==> src/logic/abe_pkg.sv <==
/*
 shared constants and types for the execute block: operation codes, flag positions,
 cycle counts, register offsets and the write-back carrier.
 assumes a single core clock and one instruction issued at a time.
*/
package abe_pkg;

   // ----------
   // widths and register offsets
   // ----------
   localparam int PC_W = 22;
   localparam logic [3:0] REG_FLAGS = 4'h0;
   localparam logic [3:0] REG_PC_EXT = 4'h1;
   localparam logic [7:0] FLAGS_RESET = 8'h00;
   localparam logic [7:0] PC_EXT_RESET = 8'h00;
   localparam logic [7:0] ALL_ONES = 8'hff;

   // ----------
   // flag bit positions in the status register
   // ----------
   localparam int FLAG_C = 0;
   localparam int FLAG_Z = 1;
   localparam int FLAG_N = 2;
   localparam int FLAG_V = 3;
   localparam int FLAG_S = 4;
   localparam int FLAG_H = 5;

   // ----------
   // cycle counts
   // ----------
   localparam logic [2:0] CYC_ALU = 3'h1;
   localparam logic [2:0] CYC_WORD = 3'h2;
   localparam logic [2:0] CYC_MUL = 3'h2;
   localparam logic [2:0] CYC_JUMP = 3'h2;
   localparam logic [2:0] CYC_CALL = 3'h4;
   localparam logic [2:0] CYC_SKIP_NONE = 3'h1;
   localparam logic [2:0] CYC_SKIP_ONE = 3'h2;
   localparam logic [2:0] CYC_SKIP_TWO = 3'h3;

   // ----------
   // operations
   // ----------
   typedef enum logic [4:0] {
      op_nop,
      op_sum_two_regs,
      op_sum_with_carry,
      op_word_plus_imm,
      op_reg_minus_reg,
      op_reg_minus_imm,
      op_reg_minus_reg_borrow,
      op_reg_minus_imm_borrow,
      op_word_minus_imm,
      op_and_regs,
      op_mask_with_imm,
      op_or_regs,
      op_merge_with_imm,
      op_xor_regs,
      op_set_bits_imm,
      op_clear_bits_imm,
      op_zero_sign_check,
      op_unsigned_product,
      op_signed_product,
      op_mixed_sign_product,
      op_frac_unsigned_product,
      op_frac_signed_product,
      op_frac_mixed_product,
      op_pointer_jump,
      op_extended_pointer_jump,
      op_pointer_call,
      op_extended_pointer_call,
      op_compare_skip_equal,
      op_reg_compare,
      op_reg_compare_borrow,
      op_imm_compare
   } abe_op_t;

   // ----------
   // carriers
   // ----------
   typedef struct packed {
      logic wr_lo_en;
      logic wr_hi_en;
      logic [4:0] wr_idx;
      logic [7:0] wr_lo;
      logic [7:0] wr_hi;
      logic pc_load;
      logic [PC_W-1:0] pc_value;
      logic push_en;
      logic [PC_W-1:0] push_addr;
   } abe_wb_t;

   typedef struct packed {
      logic [7:0] res;
      logic c;
      logic h;
      logic v;
   } abe_alu_t;

endpackage : abe_pkg

==> src/logic/abe_mul.sv <==
/*
 registered 8x8 multiplier with signed, mixed and fractional forms.
 assumes operands are held valid in the cycle the product is wanted for capture.
*/
module abe_mul (
   input wire logic clock,
   input wire logic rst,
   input wire logic [7:0] a,
   input wire logic [7:0] b,
   input wire logic a_signed,
   input wire logic b_signed,
   input wire logic frac,
   output logic [15:0] product,
   output logic carry
);

   logic [15:0] next_product;
   logic next_carry;

   // ----------
   // product
   // ----------
   always_comb begin
      logic signed [8:0] ea;
      logic signed [8:0] eb;
      logic signed [17:0] full;
      ea = $signed({a_signed & a[7], a});
      eb = $signed({b_signed & b[7], b});
      full = ea * eb;
      // carry is taken from the raw product, before the fractional shift
      next_carry = full[15];
      next_product = frac ? {full[14:0], 1'b0} : full[15:0];
   end

   always_ff @(posedge clock) begin
      if (rst) begin
         product <= 16'h0000;
         carry <= 1'b0;
      end else begin
         product <= next_product;
         carry <= next_carry;
      end
   end

endmodule : abe_mul

==> src/logic/abe_core.sv <==
/*
 execute stage for arithmetic, logic, multiply, pointer jump/call and compare operations.
 assumes the register file presents operands beside start and applies the write-back
 and the program counter update in the cycle done is high.
*/
// Operation
// - add and add-with-carry, one cycle, write result, update Z C N V H
// - add immediate to register pair, two cycles, update Z C N V S
// - subtract register or constant, one cycle, store, update Z C N V H
// - subtract with borrow, register or constant, one cycle, update Z C N V H
// - subtract immediate from register pair, two cycles, update Z C N V S
// - and, or, masks and xor in one cycle, update only Z N V
// - set bits ors constant, clear bits ands with inverse, update Z N V
// - zero/sign check ands register with itself, one cycle, update Z N V
// - three integer products into R1:R0, two cycles, update only Z and C
// - fractional products shift left one before write, two cycles, Z and C
// - pointer jumps load PC from Z, extended form prepends extension register
// - pointer calls push return address, load PC, four cycles, flags kept
// - compare-skip-equal skips next instruction when equal, 1/2/3 cycles, no flags
// - compares subtract without storing, one cycle, update Z N V C H
module abe_core (
   input wire logic clock,
   input wire logic rst,
   input wire logic start,
   input wire abe_pkg::abe_op_t op,
   input wire logic [4:0] rd_idx,
   input wire logic [7:0] rd_val,
   input wire logic [7:0] rd_hi_val,
   input wire logic [7:0] rr_val,
   input wire logic [7:0] imm,
   input wire logic [15:0] z_ptr,
   input wire logic [abe_pkg::PC_W-1:0] pc,
   input wire logic skip_two_word,
   input wire logic [3:0] reg_addr,
   input wire logic [7:0] reg_wdata,
   input wire logic reg_wr,
   input wire logic reg_rd,
   output logic [7:0] reg_rdata,
   output logic busy,
   output logic done,
   output abe_pkg::abe_wb_t wb,
   output logic [7:0] flags
);

   typedef enum {st_idle, st_wait} abe_state_t;

   abe_state_t state;
   abe_state_t next_state;
   logic [2:0] cnt;
   logic [2:0] next_cnt;
   logic next_busy;
   logic next_done;
   abe_pkg::abe_wb_t next_wb;
   abe_pkg::abe_wb_t pend;
   abe_pkg::abe_wb_t next_pend;
   logic [7:0] pend_flags;
   logic [7:0] next_pend_flags;
   logic pend_mul;
   logic next_pend_mul;
   logic [7:0] next_flags;
   logic [7:0] pc_ext;
   logic [7:0] next_pc_ext;
   logic [7:0] next_reg_rdata;

   abe_pkg::abe_wb_t calc;
   logic [7:0] calc_flags;
   logic [2:0] calc_cycles;
   logic calc_mul;
   logic mul_a_signed;
   logic mul_b_signed;
   logic mul_frac;
   logic [15:0] mul_product;
   logic mul_carry;

   // ----------
   // helpers
   // ----------
   function automatic abe_pkg::abe_alu_t add8(input logic [7:0] x, input logic [7:0] y,
                                              input logic ci);
      logic [8:0] s;
      logic [4:0] hs;
      abe_pkg::abe_alu_t r;
      s = {1'b0, x} + {1'b0, y} + {8'h00, ci};
      hs = {1'b0, x[3:0]} + {1'b0, y[3:0]} + {4'h0, ci};
      r.res = s[7:0];
      r.c = s[8];
      r.h = hs[4];
      r.v = (x[7] == y[7]) && (s[7] != x[7]);
      return r;
   endfunction : add8

   // carry and half carry here mean borrow out of bit 7 and bit 3
   function automatic abe_pkg::abe_alu_t sub8(input logic [7:0] x, input logic [7:0] y,
                                              input logic ci);
      logic [8:0] s;
      logic [4:0] hs;
      abe_pkg::abe_alu_t r;
      s = {1'b0, x} - {1'b0, y} - {8'h00, ci};
      hs = {1'b0, x[3:0]} - {1'b0, y[3:0]} - {4'h0, ci};
      r.res = s[7:0];
      r.c = s[8];
      r.h = hs[4];
      r.v = (x[7] != y[7]) && (s[7] != x[7]);
      return r;
   endfunction : sub8

   function automatic logic [7:0] arith_flags(input logic [7:0] f, input abe_pkg::abe_alu_t r,
                                              input logic chain_z);
      logic [7:0] o;
      o = f;
      o[abe_pkg::FLAG_C] = r.c;
      o[abe_pkg::FLAG_H] = r.h;
      o[abe_pkg::FLAG_V] = r.v;
      o[abe_pkg::FLAG_N] = r.res[7];
      // borrow forms keep zero only if it already held, so multi-byte tests work
      o[abe_pkg::FLAG_Z] = (r.res == 8'h00) && (!chain_z || f[abe_pkg::FLAG_Z]);
      return o;
   endfunction : arith_flags

   function automatic logic [7:0] logic_flags(input logic [7:0] f, input logic [7:0] res);
      logic [7:0] o;
      o = f;
      o[abe_pkg::FLAG_V] = 1'b0;
      o[abe_pkg::FLAG_N] = res[7];
      o[abe_pkg::FLAG_Z] = (res == 8'h00);
      return o;
   endfunction : logic_flags

   function automatic logic [7:0] word_flags(input logic [7:0] f, input logic [16:0] w,
                                             input logic hi7, input logic is_sub);
      logic [7:0] o;
      logic v;
      o = f;
      v = is_sub ? (hi7 && !w[15]) : (!hi7 && w[15]);
      o[abe_pkg::FLAG_C] = w[16];
      o[abe_pkg::FLAG_V] = v;
      o[abe_pkg::FLAG_N] = w[15];
      o[abe_pkg::FLAG_S] = w[15] ^ v;
      o[abe_pkg::FLAG_Z] = (w[15:0] == 16'h0000);
      return o;
   endfunction : word_flags

   // ----------
   // multiplier
   // ----------
   assign mul_a_signed = (op == abe_pkg::op_signed_product) ||
                         (op == abe_pkg::op_mixed_sign_product) ||
                         (op == abe_pkg::op_frac_signed_product) ||
                         (op == abe_pkg::op_frac_mixed_product);
   assign mul_b_signed = (op == abe_pkg::op_signed_product) ||
                         (op == abe_pkg::op_frac_signed_product);
   assign mul_frac = (op == abe_pkg::op_frac_unsigned_product) ||
                     (op == abe_pkg::op_frac_signed_product) ||
                     (op == abe_pkg::op_frac_mixed_product);

   abe_mul u_mul (
      .clock(clock),
      .rst(rst),
      .a(rd_val),
      .b(rr_val),
      .a_signed(mul_a_signed),
      .b_signed(mul_b_signed),
      .frac(mul_frac),
      .product(mul_product),
      .carry(mul_carry)
   );

   // ----------
   // operation decode and result
   // ----------
   always_comb begin
      abe_pkg::abe_alu_t r;
      logic [16:0] w;
      logic [7:0] lres;
      logic [23:0] tgt;
      r = '0;
      w = 17'h00000;
      lres = 8'h00;
      tgt = {pc_ext, z_ptr};
      calc = '0;
      calc.wr_idx = rd_idx;
      calc_flags = flags;
      calc_cycles = abe_pkg::CYC_ALU;
      calc_mul = 1'b0;
      case (op)
         abe_pkg::op_sum_two_regs, abe_pkg::op_sum_with_carry: begin
            r = add8(rd_val, rr_val,
                     (op == abe_pkg::op_sum_with_carry) && flags[abe_pkg::FLAG_C]);
            calc.wr_lo_en = 1'b1;
            calc.wr_lo = r.res;
            calc_flags = arith_flags(flags, r, 1'b0);
         end
         abe_pkg::op_reg_minus_reg, abe_pkg::op_reg_minus_imm: begin
            r = sub8(rd_val, (op == abe_pkg::op_reg_minus_imm) ? imm : rr_val, 1'b0);
            calc.wr_lo_en = 1'b1;
            calc.wr_lo = r.res;
            calc_flags = arith_flags(flags, r, 1'b0);
         end
         abe_pkg::op_reg_minus_reg_borrow, abe_pkg::op_reg_minus_imm_borrow: begin
            r = sub8(rd_val, (op == abe_pkg::op_reg_minus_imm_borrow) ? imm : rr_val,
                     flags[abe_pkg::FLAG_C]);
            calc.wr_lo_en = 1'b1;
            calc.wr_lo = r.res;
            calc_flags = arith_flags(flags, r, 1'b1);
         end
         abe_pkg::op_reg_compare, abe_pkg::op_imm_compare, abe_pkg::op_reg_compare_borrow: begin
            r = sub8(rd_val, (op == abe_pkg::op_imm_compare) ? imm : rr_val,
                     (op == abe_pkg::op_reg_compare_borrow) && flags[abe_pkg::FLAG_C]);
            calc_flags = arith_flags(flags, r, op == abe_pkg::op_reg_compare_borrow);
         end
         abe_pkg::op_word_plus_imm, abe_pkg::op_word_minus_imm: begin
            if (op == abe_pkg::op_word_plus_imm) begin
               w = {1'b0, rd_hi_val, rd_val} + {9'h000, imm};
            end else begin
               w = {1'b0, rd_hi_val, rd_val} - {9'h000, imm};
            end
            calc.wr_lo_en = 1'b1;
            calc.wr_hi_en = 1'b1;
            calc.wr_lo = w[7:0];
            calc.wr_hi = w[15:8];
            calc_flags = word_flags(flags, w, rd_hi_val[7],
                                    op == abe_pkg::op_word_minus_imm);
            calc_cycles = abe_pkg::CYC_WORD;
         end
         abe_pkg::op_and_regs, abe_pkg::op_mask_with_imm, abe_pkg::op_or_regs,
         abe_pkg::op_merge_with_imm, abe_pkg::op_xor_regs, abe_pkg::op_set_bits_imm,
         abe_pkg::op_clear_bits_imm, abe_pkg::op_zero_sign_check: begin
            case (op)
               abe_pkg::op_and_regs: lres = rd_val & rr_val;
               abe_pkg::op_mask_with_imm: lres = rd_val & imm;
               abe_pkg::op_or_regs: lres = rd_val | rr_val;
               abe_pkg::op_merge_with_imm: lres = rd_val | imm;
               abe_pkg::op_xor_regs: lres = rd_val ^ rr_val;
               abe_pkg::op_set_bits_imm: lres = rd_val | imm;
               abe_pkg::op_clear_bits_imm: lres = rd_val & (abe_pkg::ALL_ONES - imm);
               default: lres = rd_val & rd_val;
            endcase
            // the check form only sets flags, the register keeps its value anyway
            calc.wr_lo_en = (op != abe_pkg::op_zero_sign_check);
            calc.wr_lo = lres;
            calc_flags = logic_flags(flags, lres);
         end
         abe_pkg::op_unsigned_product, abe_pkg::op_signed_product,
         abe_pkg::op_mixed_sign_product, abe_pkg::op_frac_unsigned_product,
         abe_pkg::op_frac_signed_product, abe_pkg::op_frac_mixed_product: begin
            calc.wr_idx = 5'h00;
            calc.wr_lo_en = 1'b1;
            calc.wr_hi_en = 1'b1;
            calc_cycles = abe_pkg::CYC_MUL;
            calc_mul = 1'b1;
         end
         abe_pkg::op_pointer_jump, abe_pkg::op_extended_pointer_jump: begin
            calc.pc_load = 1'b1;
            calc.pc_value = (op == abe_pkg::op_extended_pointer_jump) ?
                            tgt[abe_pkg::PC_W-1:0] :
                            abe_pkg::PC_W'({8'h00, z_ptr});
            calc_cycles = abe_pkg::CYC_JUMP;
         end
         abe_pkg::op_pointer_call, abe_pkg::op_extended_pointer_call: begin
            calc.pc_load = 1'b1;
            calc.pc_value = (op == abe_pkg::op_extended_pointer_call) ?
                            tgt[abe_pkg::PC_W-1:0] :
                            abe_pkg::PC_W'({8'h00, z_ptr});
            calc.push_en = 1'b1;
            calc.push_addr = pc + abe_pkg::PC_W'(1);
            calc_cycles = abe_pkg::CYC_CALL;
         end
         abe_pkg::op_compare_skip_equal: begin
            if (rd_val == rr_val) begin
               calc.pc_load = 1'b1;
               calc.pc_value = pc + (skip_two_word ? abe_pkg::PC_W'(3) :
                                                     abe_pkg::PC_W'(2));
               calc_cycles = skip_two_word ? abe_pkg::CYC_SKIP_TWO :
                                             abe_pkg::CYC_SKIP_ONE;
            end else begin
               calc_cycles = abe_pkg::CYC_SKIP_NONE;
            end
         end
         default: begin
            calc_flags = flags;
         end
      endcase
   end

   // ----------
   // sequencing, flags and register port
   // ----------
   always_comb begin
      logic [7:0] mf;
      mf = pend_flags;
      next_state = state;
      next_cnt = cnt;
      next_busy = busy;
      next_done = 1'b0;
      next_wb = '0;
      next_pend = pend;
      next_pend_flags = pend_flags;
      next_pend_mul = pend_mul;
      next_flags = flags;
      next_pc_ext = pc_ext;
      next_reg_rdata = 8'h00;
      if (reg_wr && (reg_addr == abe_pkg::REG_FLAGS)) begin
         next_flags = reg_wdata;
      end
      if (reg_wr && (reg_addr == abe_pkg::REG_PC_EXT)) begin
         next_pc_ext = reg_wdata;
      end
      if (reg_rd) begin
         case (reg_addr)
            abe_pkg::REG_FLAGS: next_reg_rdata = flags;
            abe_pkg::REG_PC_EXT: next_reg_rdata = pc_ext;
            default: next_reg_rdata = 8'h00;
         endcase
      end
      case (state)
         st_idle: begin
            if (start && (op != abe_pkg::op_nop)) begin
               if (calc_cycles == abe_pkg::CYC_ALU) begin
                  // an operation completing beats a software write to the flags
                  next_done = 1'b1;
                  next_wb = calc;
                  next_flags = calc_flags;
               end else begin
                  next_state = st_wait;
                  next_cnt = calc_cycles - 3'h1;
                  next_busy = 1'b1;
                  next_pend = calc;
                  next_pend_flags = calc_flags;
                  next_pend_mul = calc_mul;
               end
            end
         end
         st_wait: begin
            next_cnt = cnt - 3'h1;
            if (cnt == 3'h1) begin
               next_state = st_idle;
               next_busy = 1'b0;
               next_done = 1'b1;
               next_wb = pend;
               if (pend_mul) begin
                  // products read the live flags so only Z and C move
                  mf = flags;
                  mf[abe_pkg::FLAG_C] = mul_carry;
                  mf[abe_pkg::FLAG_Z] = (mul_product == 16'h0000);
                  next_wb.wr_lo = mul_product[7:0];
                  next_wb.wr_hi = mul_product[15:8];
               end
               next_flags = mf;
            end
         end
         default: begin
            next_state = st_idle;
            next_busy = 1'b0;
         end
      endcase
   end

   always_ff @(posedge clock) begin
      if (rst) begin
         state <= st_idle;
         cnt <= 3'h0;
         busy <= 1'b0;
         done <= 1'b0;
         wb <= '0;
         pend <= '0;
         pend_flags <= abe_pkg::FLAGS_RESET;
         pend_mul <= 1'b0;
         flags <= abe_pkg::FLAGS_RESET;
         pc_ext <= abe_pkg::PC_EXT_RESET;
         reg_rdata <= 8'h00;
      end else begin
         state <= next_state;
         cnt <= next_cnt;
         busy <= next_busy;
         done <= next_done;
         wb <= next_wb;
         pend <= next_pend;
         pend_flags <= next_pend_flags;
         pend_mul <= next_pend_mul;
         flags <= next_flags;
         pc_ext <= next_pc_ext;
         reg_rdata <= next_reg_rdata;
      end
   end

endmodule : abe_core

==> config.mk <==
export PLATFORM = sky130hd
export DESIGN_NAME = abe_core
export DESIGN_NICKNAME = d
export VERILOG_FILES = /design/src/logic/abe_pkg.sv /design/src/logic/abe_mul.sv /design/src/logic/abe_core.sv
export SDC_FILE = /design/constraint.sdc
export NUM_CORES = 1
export LEC_CHECK = 0
export BUFFER_PORTS_ARGS = -buffer_cell sky130_fd_sc_hd__buf_2
export CORE_MARGIN = 3
export CORE_UTILIZATION = 55
export DETAILED_ROUTE_END_ITERATION = 16
export MAX_ROUTING_LAYER = met4
export PLACE_DENSITY_LB_ADDON = 0.3
export SKIP_CTS_REPAIR_TIMING = 1
export SYNTH_ARGS = -nofsm -noshare
export SYNTH_HDL_FRONTEND = slang
export SYNTH_SLANG_ARGS = --single-unit
==> constraint.sdc <==
create_clock -name clock -period 6.7 [get_ports clock]
set_input_delay 0 -clock clock [delete_from_list [all_inputs] [get_ports clock]]
set_output_delay 0 -clock clock [all_outputs]
set_load 0.02 [all_outputs]
==> results.sh, run 1 <==
export IMPL_synth_edff_count=0
export IMPL_fin_skew_ns=0.0135
export IMPL_die_area_mm2=0.0291
export IMPL_syn_nets=2135
export IMPL_clkTransAtPathRegs_ns=0.07
export IMPL_gp_congestion=1.04
export IMPL_cp_arrival_ns=5.89
export IMPL_track_usage_pct=33.5
export IMPL_grt_pass1_wl_um=74600
export IMPL_holdWs_ns=-0.0168
export IMPL_overflow=0
export IMPL_fin_crit_sh_pct=83.6
export IMPL_setup_tns_ns=0
export IMPL_cts_buffer_depth=2
export IMPL_yosysSeqAreaShare_pct=26.0
export IMPL_syn_area_per_cell_um2=7.99
export IMPL_power_total_mw=3.72
export IMPL_yosys_area_top_type="dfxtp_1"
export IMPL_setup_viol=0
export IMPL_die_h_um=171
export IMPL_cp_end_kind="register"
export IMPL_antenna_found_initial=0
export IMPL_leakagePower_nw=7.17
export IMPL_final_hold_viol_count=8
export IMPL_max_stage_delay_ns=0.55
export IMPL_cp_max_fo=22
export IMPL_ir_drop_mv=0.168
export IMPL_cp_slowest_cell="fa_1"
export IMPL_yosys_register_bits=193
export IMPL_io_pins=185
export IMPL_cts_htree_levels=4
export IMPL_portBuffers=184
export IMPL_wl_per_cell_um=20.7
export IMPL_die_w_um=171
export IMPL_ctsRootBufferMaster="clkbuf_16"
export IMPL_drt_wl_total_um=48800
export IMPL_status="finished, violations left"
export IMPL_via_per_inst=6.14
export IMPL_grt_max_degree=87
export IMPL_num_nets_final=2285
export IMPL_n_antenna_cell=0
export IMPL_ant_nets=0
export IMPL_remaining_drc_errors=0
export IMPL_maxCapViolations=0
export IMPL_netlist_area_mm2=0.0149
export IMPL_dr_pass1_iters=6
export IMPL_multi_input_area_mm2=0.0101
export IMPL_register_area_mm2=0.00386
export IMPL_timing_worst_slew_pin_value_ns=1.29
export IMPL_yosysMostFrequentCell="nor2_1"
export IMPL_failed_checks="hold timing"
export IMPL_cts_buffers=17
export IMPL_finalMaxSlewViolations=0
export IMPL_p_per_area_mw_per_mm2=219
export IMPL_cts_tree="yes"
export IMPL_async_reset_ff_share_pct=0
export IMPL_drtIter0Drc=1462
export IMPL_core_area_mm2=0.0264
export IMPL_path_delay_family="adder cells"
export IMPL_fmax_ghz=0.178
export IMPL_synth_commonest_cells="246 x nor2_1, 193 x dfxtp_1, 153 x nand2_1"
export IMPL_crit_required_ns=6.99
export IMPL_period_needed_ns=5.60
export IMPL_clock_latency_ns=0.43
export IMPL_startpoint_type="input port"
export IMPL_path_cells="buf_2 -> inv_2 -> nor2_1 -> and3_1 -> nand2_1 -> fa_1 -> fa_1 -> inv_1 -> fa_1 -> fa_1 -> inv_1 -> fa_1 -> inv_1 -> ha_1 -> a21oi_1 -> o21bai_1 -> a2111o_1 -> a31o_2 -> a21oi_1 -> xnor2_1 -> o31ai_1"
export IMPL_synth_warning_count=0
export IMPL_area_delta_synth_final_pct=14.1
export IMPL_ys_types=77
export IMPL_worst_path_buf_inv=5
export IMPL_cts_sinks=193
export IMPL_fillers=2260
export IMPL_synth_top_cell_area_share_pct=26.0
export IMPL_synth_area_leaders="dfxtp_1 26%, fa_1 9.6%, ha_1 8.7%, nor2_1 6.2%, a21oi_1 4.5%"
export IMPL_slew_headroom_pct=11.5
export IMPL_place_hpwl_um=36900
export IMPL_synthFlopType="dfxtp_1"
export IMPL_grt_setup_unrepaired="false"
export IMPL_cpMostUsedCell="fa_1"
export IMPL_grt_pass1_vias=13700
export IMPL_vias=14500
export IMPL_num_rows=59
export IMPL_syn_inst=1863
export IMPL_start_util_pct=56.5
export IMPL_critPathKind="input port to register"
export IMPL_final_layout_size_suffix_gt1_share_pct=13.1
export IMPL_worstHoldPathType="input port to register"
==> cell type report <==
type	count	area share, %
clock buffers	18	2.53
clock inverters	13	0.877
inverters	145	3.21
multi-input cells	1411	59.4
flip-flops and latches	193	22.8
well taps	335	2.47
repair buffers	245	8.76
==> stage by stage <==
| stage | instance area [um^2] | instances | setup WS (ns) | utilization [%] | hold slack [ns] |
|---|---|---|---|---|---|
| 6_report | 17000 | 2360 | 1.10 | 64.4 | -0.0168 |
| 5_1_grt | 17000 | 2360 | 0.774 | 64.4 | 0.00310 |
| 4_1_cts | 16600 | 2318 | 1.13 | 62.8 | -0.180 |
| 3_5_place_dp | 16000 | 2287 | 0.682 | 60.6 | 0.273 |
| 3_3_place_gp | 16000 | 2287 | 0.808 | 60.6 | 0.267 |
| 2_1_floorplan | 14900 | 1863 | 1.11 | - | 0.117 |
==> metal layers <==
| metal | vias to the layer above | global-route usage (%) | routed length, um |
|---|---|---|---|
| li1 | 6753 | - | - |
| met1 | 6906 | 43.0 | 20200 |
| met2 | 726 | 55.5 | 23400 |
| met3 | 114 | 3.93 | 3590 |
| met4 | 0 | 10.9 | 1590 |
| met5 | - | - | 0 |
==> sequential cells by signal, summed over array words and instances, names as in the netlist <==
register	flops
u_mul.product	16
pend	69
pc_ext	8
flags	8
u_mul.carry	1
pend_mul	1
busy	1
cnt	3
wb	69
done	1
pend_flags	8
reg_rdata	8
==> worst reg2reg max path, cell delays in order (launching register included) <==
cell	delay (ns)
dfxtp_1	0.60
nand2_1	0.10
nor4_1	0.43
fa_1	0.30
inv_1	0.08
ha_1	0.21
or4b_2	0.63
o22ai_1	0.28
mux2i_1	0.36
nand2_1	0.11
or4_1	0.62
o211ai_1	0.22
nor4b_1	0.11
a221oi_1	0.28
==> cell usage in the layout, fill, tap and decap left out, types with 43 or more instances in the layout <==
cell	instances
a21oi_1	135
buf_2	183
dfxtp_1	193
fa_1	71
ha_1	103
inv_1	143
mux2i_1	43
nand2_1	153
nor2_1	245
o21ai_0	63
xnor2_1	55
xor2_1	44
==> where the power goes <==
group          switching [mW]  internal (mW)  total [mW]  leakage [nW]
Combinational           0.868          0.583        1.45          5.33
Sequential             0.0569           1.22        1.27          1.57
Clock                   0.470          0.526       0.996         0.277
==> worst paths after layout <==
check                              start                end  slack, ns  cells past startpoint
worst max register to register  flags[0]           flags[1]       2.28                     13
worst min register to register  pend[17]             wb[17]       0.45                      2
worst max-delay path               op[4]  u_mul.product[15]       1.10                     21
worst min-delay path               pc[3]            pend[3]      -0.02                      3
==> cell families (layout without fill, tap and decap cells) <==
kind of cell	count (synthesis)	count (layout)	share of synthesized area, %
DFF	193	193	26.0
and+or+nand+nor	655	655	20.8
AOI/OAI and AO/OA	424	424	18.5
buffers and inverters	259	421	6.61
xor gates and xnor gates	100	100	5.98
muxes	58	58	4.03
adders and majority gates	174	174	18.2
(Power assumes the default switching activity.)
==> inputs of run 2 (changes only) <==
--- a/config.mk
+++ b/config.mk
@@ -5,9 +5,10 @@
 export SDC_FILE = /design/constraint.sdc
 export NUM_CORES = 1
 export LEC_CHECK = 0
+export ABC_AREA = 1
 export BUFFER_PORTS_ARGS = -buffer_cell sky130_fd_sc_hd__buf_2
 export CORE_MARGIN = 3
-export CORE_UTILIZATION = 55
+export CORE_UTILIZATION = 54
 export DETAILED_ROUTE_END_ITERATION = 16
 export MAX_ROUTING_LAYER = met4
 export PLACE_DENSITY_LB_ADDON = 0.3
==> constraint.sdc (replaced) <==
create_clock -name clock -period 4.7 [get_ports clock]
set_input_delay 0 -clock clock [delete_from_list [all_inputs] [get_ports clock]]
set_output_delay 0 -clock clock [all_outputs]
set_load 0.02 [all_outputs]
==> results.sh, run 2 <==
export IMPL_synth_commonest_cells="502 x nand2_1, 358 x inv_1, 265 x nor2_1"
export IMPL_register_area_mm2=0.00386
export IMPL_ctsRootBufferMaster="clkbuf_16"
export IMPL_holdWs_ns=-0.0560
export IMPL_final_layout_size_suffix_gt1_share_pct=14.9
export IMPL_yosysSeqAreaShare_pct=25.3
export IMPL_critical_path_reg2reg_startpoint="flags[0]"
export IMPL_overflow=0
export IMPL_grt_pass1_wl_um=83000
export IMPL_n_antenna_cell=0
export IMPL_synthFlopType="dfxtp_1"
export IMPL_grt_pass1_vias=15200
export IMPL_max_stage_delay_ns=0.54
export IMPL_num_nets_final=2813
export IMPL_gp_congestion=1.05
export IMPL_period_needed_ns=4.48
export IMPL_hp_start="z_ptr[13]"
export IMPL_synth_edff_count=0
export IMPL_io_pins=185
export IMPL_fin_crit_sh_pct=95.2
export IMPL_via_per_inst=5.61
export IMPL_dp_cells=2841
export IMPL_portBuffers=184
export IMPL_finalMaxSlewViolations=0
export IMPL_syn_inst=2279
export IMPL_synth_warning_count=0
export IMPL_cpMostUsedCell="fa_1"
export IMPL_setup_viol=0
export IMPL_fin_skew_ns=0.0194
export IMPL_fillers=2409
export IMPL_cts_buffers=17
export IMPL_track_usage_pct=35.4
export IMPL_dr_pass1_iters=6
export IMPL_place_hpwl_um=42800
export IMPL_final_hold_viol_count=8
export IMPL_r2r_slack_ns=0.60
export IMPL_design_area_mm2=0.0184
export IMPL_ant_nets=0
export IMPL_netlist_area_mm2=0.0153
export IMPL_ir_drop_mv=0.223
export IMPL_leakagePower_nw=9.23
export IMPL_p_per_area_mw_per_mm2=319
export IMPL_die_area_mm2=0.0304
export IMPL_largest_registers="pend (69), wb (69), u_mul.product (16)"
export IMPL_slew_headroom_pct=45.4
export IMPL_syn_area_per_cell_um2=6.71
export IMPL_remaining_drc_errors=0
export IMPL_startpoint_type="input port"
export IMPL_cp_end_kind="register"
export IMPL_cp_max_fo=4
export IMPL_vias=16400
export IMPL_drt_wl_total_um=54500
export IMPL_yosys_area_top_type="dfxtp_1"
export IMPL_whs_path_depth=5
export IMPL_timing_worst_slew_pin_value_ns=0.819
export IMPL_syn_nets=2551
export IMPL_cts_htree_levels=4
export IMPL_ys_types=57
export IMPL_cts_tree="yes"
export IMPL_cp_slowest_cell="fa_1"
export IMPL_start_util_pct=55.8
export IMPL_num_rows=60
export IMPL_core_area_mm2=0.0274
export IMPL_yosys_register_bits=193
export IMPL_clkTransAtPathRegs_ns=0.09
export IMPL_synth_area_leaders="dfxtp_1 25%, nand2_1 12%, fa_1 9.3%, inv_1 8.8%, ha_1 8.4%"
export IMPL_power_total_mw=5.88
export IMPL_grt_max_degree=77
export IMPL_final_common_cell="nand2_1"
export IMPL_failed_checks="hold timing"
export IMPL_maxCapViolations=0
export IMPL_die_h_um=174
export IMPL_place_area_mm2=0.0171
export IMPL_final_cells=2926
export IMPL_status="finished, violations left"
export IMPL_critPathKind="input port to register"
export IMPL_crit_required_ns=5.05
export IMPL_grt_setup_unrepaired="true"
export IMPL_async_reset_ff_share_pct=0
export IMPL_wl_per_cell_um=18.6
export IMPL_worstHoldPathType="input port to register"
export IMPL_fmax_ghz=0.223
export IMPL_drtIter0Drc=1819
export IMPL_area_delta_synth_final_pct=20.6
export IMPL_cts_sinks=193
export IMPL_reg2reg_to="flags[2]"
export IMPL_antenna_found_initial=0
export IMPL_cts_buffer_depth=2
export IMPL_multi_input_area_mm2=0.00988
export IMPL_final_cell_mix="496 x nand2_1, 348 x inv_1, 260 x nor2_1"
export IMPL_die_w_um=174
export IMPL_min_to="pend[36]"
export IMPL_rr_worst_depth=17
export IMPL_yosysMostFrequentCell="nand2_1"
export IMPL_clock_latency_ns=0.45
export IMPL_synth_top_cell_area_share_pct=25.3
export IMPL_cp_arrival_ns=4.83
## run 2: layout make-up
| cell class | count | share of cell area, % |
|---|---|---|
| timing repair buffer | 326 | 11.7 |
| clock inverter | 15 | 1.27 |
| sequential | 193 | 21.0 |
| tap | 372 | 2.52 |
| clock buffer | 17 | 2.31 |
| multi-input combinational | 1633 | 53.6 |
| inverter | 370 | 7.60 |
## run 2: metal layers
metal  vias up  global-route usage (%)  wire (um)
li1       7843                       -          -
met1      7637                    44.5      22200
met2       812                    59.7      26300
met3       134                    4.15       4090
met4         0                    11.1       1910
met5         -                       -          0
## run 2: per-stage QoR
stage	utilization, %	TNS [ns]	setup slack [ns]
3_3_place_gp	62.4	-1.11	-0.316
2_1_floorplan	-	0	0.0171
5_1_grt	67.3	-0.114	-0.0771
3_5_place_dp	62.4	-1.43	-0.407
4_1_cts	64.8	0	0.0429
6_report	67.3	0	0.224
## run 2: critical path: cells and delay by family
| family | cells | cell delay, ns |
|---|---|---|
| fa+ha+maj | 6 | 2.79 |
| compound gates | 4 | 0.52 |
| xor+xnor | 1 | 0.16 |
| buf+inv | 7 | 0.48 |
| simple gates | 10 | 0.87 |
## run 2: worst max path at each step
stage | start | endpoint | slack [ns] | cells past startpoint
floorplan | op[4] | u_mul.product[15] | 0.02 | 26
detailed placement | op[2] | u_mul.product[15] | -0.41 | 29
finish | op[3] | u_mul.product[15] | 0.22 | 28
global placement | op[2] | u_mul.product[15] | -0.32 | 29
global route | op[3] | u_mul.product[15] | -0.08 | 28
CTS | op[2] | u_mul.product[15] | 0.04 | 29
## run 2: power by group
part	total, mW	switching, mW	internal (mW)
sequential	1.86	0.106	1.75
clock	1.58	0.816	0.763
combinational	2.45	1.43	1.01
## run 2: cell families (layout without fill, tap and decap cells)
logic type	after synthesis	in the layout	share of synthesized area, %
adders and majority gates	174	174	17.7
buffers and inverters	453	728	11.3
DFF	193	193	25.3
AOI/OAI and AO/OA	445	445	16.4
muxes	2	2	0.147
and+or+nand+nor	955	955	25.9
xor gates and xnor gates	57	57	3.27
